`src/serial_mp_pkg.sv`:
```
// shared constants and carrier types for the multiprocessor-bit and bit-rate block
package serial_mp_pkg;

   // register word offsets on the apb bus (byte addresses)
   localparam int          ADDR_W          = 8;
   localparam logic [7:0]  OFS_DIVISOR     = 8'h00;
   localparam logic [7:0]  OFS_FORMAT      = 8'h04;
   localparam logic [7:0]  OFS_CONTROL     = 8'h08;
   localparam logic [7:0]  OFS_STATUS      = 8'h0c;

   // reset values
   localparam logic [7:0]  DIVISOR_RST     = 8'hff;
   localparam logic [7:0]  FORMAT_RST      = 8'h00;
   localparam logic [7:0]  CONTROL_RST     = 8'h00;

   // serial_format_register fields
   localparam int          FMT_PRESC_LO    = 0;
   localparam int          FMT_PRESC_HI    = 1;
   localparam int          FMT_MP_EN       = 2;
   localparam int          FMT_SYNC        = 7;

   // serial_control_word fields
   localparam int          CTL_RX_EN       = 4;
   localparam int          CTL_TX_EN       = 5;

   // status fields
   localparam int          STS_TX_MP       = 0;
   localparam int          STS_RX_MP       = 1;

   // baud generator ticks per serial bit, minus one
   localparam logic [5:0]  ASYNC_BIT_LAST  = 6'd63;
   localparam logic [5:0]  SYNC_BIT_LAST   = 6'd7;

   // one apb request as seen by the slave
   typedef struct packed {
      logic              sel;
      logic              enable;
      logic              write;
      logic [ADDR_W-1:0] addr;
      logic [31:0]       wdata;
   } apb_req_s;

endpackage

```
`src/serial_mp_regs.sv`:
```
// apb register file, multiprocessor bit handling and bit-rate divisor of the serial unit
// What this block does
// - async multiprocessor reception stores each character's mp bit; read-only, resets to 0.
// - with receive disabled, the received mp flag keeps its previous value.
// - async transmission sends the transmit mp value as each character's mp bit.
// - transmit mp value ignored in sync mode, mp disabled, or when idle.
// - bit-rate divisor is 8-bit, readable and writable at any time.
// - divisor becomes ff on reset and is held at ff throughout low-power modes.
// - bit rate comes from divisor applied to prescaler-selected baud clock.
// - async bit rate is clock over 64 times 4^n times (n+1).
// - prescaler select 00,01,10,11 gives clock divided by 1,4,16,64.
// - sync bit rate is clock over 8 times 4^n times (n+1).
`timescale 1ns/1ps
module serial_mp_regs
   import serial_mp_pkg::*;
(
   input  wire logic              clk_i,
   input  wire logic              arst_n_i,
   // apb slave
   input  wire logic              psel_i,
   input  wire logic              penable_i,
   input  wire logic              pwrite_i,
   input  wire logic [ADDR_W-1:0] paddr_i,
   input  wire logic [31:0]       pwdata_i,
   output logic [31:0]            prdata_o,
   output logic                   pready_o,
   output logic                   pslverr_o,
   // power controller: standby, watch, subactive or subsleep
   input  wire logic              low_power_i,
   // receive and transmit framers
   input  wire logic              rx_done_i,
   input  wire logic              rx_mp_bit_i,
   input  wire logic              tx_active_i,
   output logic                   tx_mp_bit_o,
   output logic                   rx_enable_o,
   output logic                   tx_enable_o,
   output logic                   sync_mode_o,
   output logic                   baud_tick_o,
   output logic                   bit_tick_o
);

   logic [1:0] rst_sync_q;
   logic       rst_n;
   apb_req_s   req;
   logic [3:0] wsel;
   logic       wr_en;
   logic [7:0] divisor_q;
   logic [7:0] format_q;
   logic [7:0] control_q;
   logic       tx_mp_value_q;
   logic       rx_mp_flag_q;
   logic       mp_active;
   logic       capture;

   // reset released through two flops so every register leaves reset on one edge
   always_ff @(posedge clk_i or negedge arst_n_i) begin
      if (!arst_n_i) begin
         rst_sync_q <= 2'b00;
      end else begin
         rst_sync_q <= {rst_sync_q[0], 1'b1};
      end
   end
   assign rst_n = rst_sync_q[1];

   assign req = '{sel: psel_i, enable: penable_i, write: pwrite_i, addr: paddr_i,
                  wdata: pwdata_i};

   // one-hot register select; zero means unmapped
   function automatic logic [3:0] reg_decode(input logic [ADDR_W-1:0] a);
      unique case (a)
         OFS_DIVISOR: reg_decode = 4'b0001;
         OFS_FORMAT:  reg_decode = 4'b0010;
         OFS_CONTROL: reg_decode = 4'b0100;
         OFS_STATUS:  reg_decode = 4'b1000;
         default:     reg_decode = 4'b0000;
      endcase
   endfunction

   assign wsel      = reg_decode(req.addr);
   assign wr_en     = req.sel && req.enable && req.write;
   // zero wait states: read data is latched in setup, so the access cycle always completes
   assign pready_o  = req.sel && req.enable;

   // read data and error are captured in the setup cycle
   always_ff @(posedge clk_i or negedge rst_n) begin
      if (!rst_n) begin
         prdata_o  <= 32'h0000_0000;
         pslverr_o <= 1'b0;
      end else if (req.sel && !req.enable) begin
         pslverr_o <= (wsel == 4'b0000);
         unique case (wsel)
            4'b0001: prdata_o <= {24'h00_0000, divisor_q};
            4'b0010: prdata_o <= {24'h00_0000, format_q};
            4'b0100: prdata_o <= {24'h00_0000, control_q};
            4'b1000: prdata_o <= {30'h0000_0000, rx_mp_flag_q, tx_mp_value_q};
            default: prdata_o <= 32'h0000_0000;
         endcase
      end
   end

   // divisor: any-time access, forced to ff while the chip is in a low-power mode
   always_ff @(posedge clk_i or negedge rst_n) begin
      if (!rst_n) begin
         divisor_q <= DIVISOR_RST;
      end else if (low_power_i) begin
         divisor_q <= DIVISOR_RST;
      end else if (wr_en && wsel[0]) begin
         divisor_q <= req.wdata[7:0];
      end
   end

   // mode and control words; all eight written bits are kept
   always_ff @(posedge clk_i or negedge rst_n) begin
      if (!rst_n) begin
         format_q  <= FORMAT_RST;
         control_q <= CONTROL_RST;
      end else begin
         if (wr_en && wsel[1]) begin
            format_q <= req.wdata[7:0];
         end
         if (wr_en && wsel[2]) begin
            control_q <= req.wdata[7:0];
         end
      end
   end

   // transmit mp value is software-owned; the received flag ignores writes
   always_ff @(posedge clk_i or negedge rst_n) begin
      if (!rst_n) begin
         tx_mp_value_q <= 1'b0;
      end else if (wr_en && wsel[3]) begin
         tx_mp_value_q <= req.wdata[STS_TX_MP];
      end
   end

   assign mp_active   = format_q[FMT_MP_EN] && !format_q[FMT_SYNC];
   assign capture     = rx_done_i && mp_active && control_q[CTL_RX_EN];
   assign rx_enable_o = control_q[CTL_RX_EN];
   assign tx_enable_o = control_q[CTL_TX_EN];
   assign sync_mode_o = format_q[FMT_SYNC];

   // received mp flag: updated only by a completed async mp character
   always_ff @(posedge clk_i or negedge rst_n) begin
      if (!rst_n) begin
         rx_mp_flag_q <= 1'b0;
      end else if (capture) begin
         rx_mp_flag_q <= rx_mp_bit_i;
      end
   end

   // mp bit handed to the transmit framer; forced low whenever it has no meaning
   always_ff @(posedge clk_i or negedge rst_n) begin
      if (!rst_n) begin
         tx_mp_bit_o <= 1'b0;
      end else begin
         tx_mp_bit_o <= mp_active && tx_active_i && tx_mp_value_q;
      end
   end

   baud_gen u_baud_gen (
      .clk_i       (clk_i),
      .rst_n_i     (rst_n),
      .halt_i      (low_power_i),
      .divisor_i   (divisor_q),
      .presc_sel_i ({format_q[FMT_PRESC_HI], format_q[FMT_PRESC_LO]}),
      .sync_mode_i (format_q[FMT_SYNC]),
      .baud_tick_o (baud_tick_o),
      .bit_tick_o  (bit_tick_o)
   );

   // ---- checks ----
   logic [15:0] gap_q;
   logic [1:0]  cfg_ok_q;
   logic [6:0]  bgap_q;
   logic [1:0]  bok_q;
   logic [15:0] expect_gap;
   logic [6:0]  expect_bits;
   logic        cfg_change;

   assign cfg_change  = low_power_i || (wr_en && (wsel[0] || wsel[1]));
   assign expect_gap  = (16'(divisor_q) + 16'h0001) << {format_q[FMT_PRESC_HI],
                                                      format_q[FMT_PRESC_LO], 1'b0};
   assign expect_bits = format_q[FMT_SYNC] ? 7'd8 : 7'd64;

   // cycles between baud ticks and baud ticks between bit ticks, valid after two clean ticks
   always_ff @(posedge clk_i or negedge rst_n) begin
      if (!rst_n) begin
         gap_q    <= 16'h0000;
         cfg_ok_q <= 2'b00;
         bgap_q   <= 7'h00;
         bok_q    <= 2'b00;
      end else begin
         gap_q <= baud_tick_o ? 16'h0001 : gap_q + 16'h0001;
         if (cfg_change) begin
            cfg_ok_q <= 2'b00;
            bok_q    <= 2'b00;
         end else begin
            if (baud_tick_o && cfg_ok_q != 2'b10) cfg_ok_q <= cfg_ok_q + 2'b01;
            if (bit_tick_o && bok_q != 2'b10) bok_q <= bok_q + 2'b01;
         end
         if (bit_tick_o) bgap_q <= 7'h00;
         else if (baud_tick_o) bgap_q <= bgap_q + 7'h01;
      end
   end
endmodule

```
`src/baud_gen.sv`:
```
// prescaler, baud rate counter and bit-rate post divider
`timescale 1ns/1ps
module baud_gen
   import serial_mp_pkg::*;
(
   input  wire logic       clk_i,
   input  wire logic       rst_n_i,
   input  wire logic       halt_i,
   input  wire logic [7:0] divisor_i,
   input  wire logic [1:0] presc_sel_i,
   input  wire logic       sync_mode_i,
   output logic            baud_tick_o,
   output logic            bit_tick_o
);

   logic [5:0] presc_q;
   logic [7:0] count_q;
   logic [5:0] post_q;
   logic       presc_tick;
   logic       expire;
   logic [5:0] post_last;

   // prescaled clock enable: every 1, 4, 16 or 64 system clocks
   function automatic logic presc_hit(input logic [1:0] sel, input logic [5:0] cnt);
      unique case (sel)
         2'b00: presc_hit = 1'b1;
         2'b01: presc_hit = &cnt[1:0];
         2'b10: presc_hit = &cnt[3:0];
         2'b11: presc_hit = &cnt[5:0];
      endcase
   endfunction

   assign presc_tick = presc_hit(presc_sel_i, presc_q);
   assign expire     = presc_tick && (count_q == 8'h00);
   assign post_last  = sync_mode_i ? SYNC_BIT_LAST : ASYNC_BIT_LAST;

   // free-running prescaler; held at zero while the chip sleeps
   always_ff @(posedge clk_i or negedge rst_n_i) begin
      if (!rst_n_i) begin
         presc_q <= 6'h00;
      end else if (halt_i) begin
         presc_q <= 6'h00;
      end else begin
         presc_q <= presc_q + 6'h01;
      end
   end

   // down counter of n+1 prescaled ticks, reloaded from the divisor on expiry
   // a divisor written mid-count takes effect at the next reload, so no period is cut short
   always_ff @(posedge clk_i or negedge rst_n_i) begin
      if (!rst_n_i) begin
         count_q     <= DIVISOR_RST;
         baud_tick_o <= 1'b0;
      end else if (halt_i) begin
         count_q     <= DIVISOR_RST;
         baud_tick_o <= 1'b0;
      end else begin
         baud_tick_o <= expire;
         if (expire) begin
            count_q <= divisor_i;
         end else if (presc_tick) begin
            count_q <= count_q - 8'h01;
         end
      end
   end

   // post divider: 64 baud periods per bit in async mode, 8 in sync mode
   always_ff @(posedge clk_i or negedge rst_n_i) begin
      if (!rst_n_i) begin
         post_q     <= 6'h00;
         bit_tick_o <= 1'b0;
      end else if (halt_i) begin
         post_q     <= 6'h00;
         bit_tick_o <= 1'b0;
      end else begin
         bit_tick_o <= expire && (post_q >= post_last);
         if (expire) begin
            post_q <= (post_q >= post_last) ? 6'h00 : post_q + 6'h01;
         end
      end
   end

endmodule

```
`config.mk`:
```
export PLATFORM = sky130hd
export DESIGN_NAME = serial_mp_regs
export DESIGN_NICKNAME = d
export VERILOG_FILES = /design/src/serial_mp_pkg.sv /design/src/serial_mp_regs.sv /design/src/baud_gen.sv
export SDC_FILE = /design/constraint.sdc
export NUM_CORES = 1
export LEC_CHECK = 0
export ABC_AREA = 1
export BUFFER_PORTS_ARGS = -buffer_cell sky130_fd_sc_hd__buf_2
export CAP_MARGIN = 10
export CORE_UTILIZATION = 45
export DETAILED_ROUTE_END_ITERATION = 8
export GPL_TIMING_DRIVEN = 0
export PLACE_DENSITY = 0.69
export SYNTH_ARGS = -nofsm -noshare
export SYNTH_HDL_FRONTEND = slang
export SYNTH_HIERARCHICAL = 1
export SYNTH_SLANG_ARGS = --single-unit
```
`constraint.sdc`:
```
create_clock -name clk_i -period 2.74 [get_ports clk_i]
set_input_delay 0.137 -clock clk_i [delete_from_list [all_inputs] [get_ports clk_i]]
set_output_delay 0.137 -clock clk_i [all_outputs]
set_load 0.02 [all_outputs]
```
==> flow_metrics.env <==
export IMPL_portBuffers=40
export IMPL_die_height_um=91.4
export IMPL_cp_end_kind="register"
export IMPL_grtUsageTotal_pct=19.9
export IMPL_synth_distinct_cells=32
export IMPL_drt_iter0_drc=194
export IMPL_cp_top_family="flip-flops"
export IMPL_die_w_um=91.4
export IMPL_post_dp_hpwl_um=5480
export IMPL_fillers=738
export IMPL_io_pins=89
export IMPL_drc=0
export IMPL_syn_inst=438
export IMPL_finalSetupViolCount=0
export IMPL_seq_area_mm2=0.00152
export IMPL_power_density_mw_per_mm2=440
export IMPL_synth_avg_cell_area_um2=8.21
export IMPL_coreArea_mm2=0.00773
export IMPL_netlist_area_mm2=0.00360
export IMPL_ys_seq_area_share_pct=42.3
export IMPL_ys_warn_count=6
export IMPL_r2r_start="format_q[7]"
export IMPL_crit_chain="ha_1 > a21o_1 > a21oi_1 > nand2_1 > nor2_1 > nand3_1 > o21ai_0"
export IMPL_setup_ws_ps=995
export IMPL_cap_violations=0
export IMPL_routed_wl_um=7370
export IMPL_synth_top_area_share_pct=30.6
export IMPL_rsz0062_at_grt="no"
export IMPL_crit_type="register to register"
export IMPL_endpoint="u_baud_gen/post_q[3]"
export IMPL_start_util_pct=46.6
export IMPL_maxSlewHeadroom_pct=63.2
export IMPL_fmax_mhz=573
export IMPL_reg2reg_to="u_baud_gen/post_q[3]"
export IMPL_path_max_fanout=7
export IMPL_fin_crit_ps=1740
export IMPL_vias=2958
export IMPL_viasPerCell=4.76
export IMPL_place_area_mm2=0.00403
export IMPL_yosys_top_cells_area="dfrtp_1 31%, nand2_1 14%, dfstp_2 12%"
export IMPL_design_die_area_mm2=0.00835
export IMPL_reg2reg_slack_ps=1000
export IMPL_critPathMaxStageDelay_ps=490
export IMPL_gp_congestion=0.809
export IMPL_grt_pass1_wl_um=13100
export IMPL_layout_drive_gt1_share_pct=26.9
export IMPL_status="finished, final reports clean"
export IMPL_first_pass_iters=4
export IMPL_synth_ff_latch_count=60
export IMPL_start_kind="register"
export IMPL_antenna_found_initial=0
export IMPL_clk_path_buf_depth=2
export IMPL_slowest_stage="dfrtp_1"
export IMPL_reg2regPathDepth=7
export IMPL_period_share_pct=63.7
export IMPL_clkSinkCount=60
export IMPL_setup_tns_ps=0
export IMPL_synth_area_leader_cell="dfrtp_1"
export IMPL_cp_data_arrival_time_ps=2000
export IMPL_synthToLayoutAreaGrowth_pct=17.2
export IMPL_cp_num_buf_inv=0
export IMPL_finClkSkew_ps=10.4
export IMPL_fin_nets=571
export IMPL_htreeDepth=3
export IMPL_grt_pass1_vias=2860
export IMPL_num_rows=32
export IMPL_drv_slew=0
export IMPL_wire_per_inst_um=11.8
export IMPL_ant_nets=0
export IMPL_cts_setup_buffers=0
export IMPL_dp_slack_ps=1010
export IMPL_clk_pin_slew_ps=70
export IMPL_cp_startpoint="format_q[7]"
export IMPL_grt_ovfl_total=0
export IMPL_multiInputGateArea_mm2=0.00177
export IMPL_numCtsBuffers=9
export IMPL_clock_root_buffer="clkbuf_8"
export IMPL_power_leakage_uw=0.00244
export IMPL_diodes=0
export IMPL_cts_tree="done"
export IMPL_hp_class="primary input to register"
export IMPL_max_vdd_ir_drop_mv=0.229
export IMPL_tightestPinTransition_ps=551
export IMPL_final_area_mm2=0.00422
export IMPL_finalHoldViolations=0
export IMPL_crit_cells=7
export IMPL_clkLatencyLatePin_ps=340
export IMPL_cp_data_required_time_ps=3000
export IMPL_grt_max_degree=36
cells in the final DEF (no fill, tap or decap), types with 4 or more instances in the layout:
| master | count |
|---|---|
| nand2_4 | 5 |
| a21oi_1 | 5 |
| clkbuf_8 | 10 |
| inv_1 | 32 |
| buf_4 | 24 |
| nor2_8 | 8 |
| buf_6 | 4 |
| nand2_2 | 6 |
| o21ai_1 | 25 |
| ha_1 | 7 |
| nand2_1 | 132 |
| conb_1 | 25 |
| dfrtp_1 | 43 |
| o21ai_0 | 6 |
| dfstp_2 | 16 |
| inv_2 | 5 |
| nor2_1 | 24 |
| nand3_1 | 56 |
| buf_2 | 42 |
| nand4_1 | 11 |
how the worst min path moves through the flow:
stage,start,to,cells past startpoint
after floorplan,arst_n_i,rst_sync_q[0],0
after global placement,arst_n_i,rst_sync_q[0],1
after detailed placement,arst_n_i,rst_sync_q[0],1
after CTS,rx_mp_bit_i,rx_mp_flag_q,2
after global routing,rx_mp_bit_i,rx_mp_flag_q,2
final,rx_mp_bit_i,rx_mp_flag_q,2
synthesized netlist by cell type (all sizes together):
cell type,number
conb,2
mux2,1
buf,31
nand4,11
a21o,1
a21oi,5
dfstp,16
o21ai,32
a31oi,1
nor2,38
xor2,3
dfrtp,44
xnor2,3
nand3,58
nand2,146
ha,7
inv,39
report_power, final:
part | total, µW | internal (µW) | switching [µW]
logic | 219 | 80.8 | 138
clock network | 686 | 349 | 337
registers | 950 | 921 | 28.6
area by class of cell:
type / count / share of cell area [%]
Tap cell: 102 / 3.03
Timing Repair Buffer: 43 / 5.70
Buffer: 31 / 5.67
Multi-Input combinational cell: 331 / 42.0
Inverter: 39 / 3.65
Clock buffer: 13 / 3.53
Clock inverter: 3 / 0.356
Sequential cell: 60 / 36.1
logic make-up (layout without fill, tap and decap cells):
logic type | count (synthesis) | after routing | synth area share, %
xor+xnor | 6 | 6 | 1.46
simple gates | 253 | 253 | 36.7
mux | 1 | 1 | 0.313
buf+inv | 70 | 129 | 10.9
flops | 60 | 60 | 42.3
compound gates | 39 | 39 | 5.63
other cells | 2 | 25 | 0.209
fa+ha+maj | 7 | 7 | 2.43
timing repair:
item / in CTS / in global routing
gates resized for setup: 0 / 0
endpoints found under the hold margin: 3 / 0
setup endpoints to repair: 0 / 0
hold buffers: 2 / 0
stage by stage:
step | power [µW] | hold slack (ps) | util, % | std cells
2_1_floorplan | 1120 | -159 | - | 461
3_3_place_gp | 1180 | -77.8 | 51.9 | 603
3_5_place_dp | 1180 | -74.2 | 52.2 | 604
4_1_cts | 1870 | 20.3 | 54.6 | 622
5_1_grt | 1950 | 30.8 | 54.6 | 622
6_report | 1860 | 31.7 | 54.6 | 622
flip-flops by register name (all words and copies together), names as in the netlist:
signal	count
control_q	8
divisor_q	8
format_q	8
prdata_o	8
pslverr_o	1
rst_sync_q	2
rx_mp_flag_q	1
tx_mp_bit_o	1
tx_mp_value_q	1
u_baud_gen/baud_tick_o	1
u_baud_gen/bit_tick_o	1
u_baud_gen/count_q	8
u_baud_gen/post_q	6
u_baud_gen/presc_q	6
layer usage:
metal / wire length (µm) / share of wire [%] / GRT usage, % / vias up
li1: - / - / - / 1516
met1: 3530 / 48 / 26.8 / 1349
met2: 3400 / 46 / 31.0 / 81
met3: 336 / 4.6 / 4.10 / 12
met4: 105 / 1.4 / 8.86 / 0
met5: 0 / 0 / 0 / -
No activity file was read; power rests on OpenSTA's default activity.
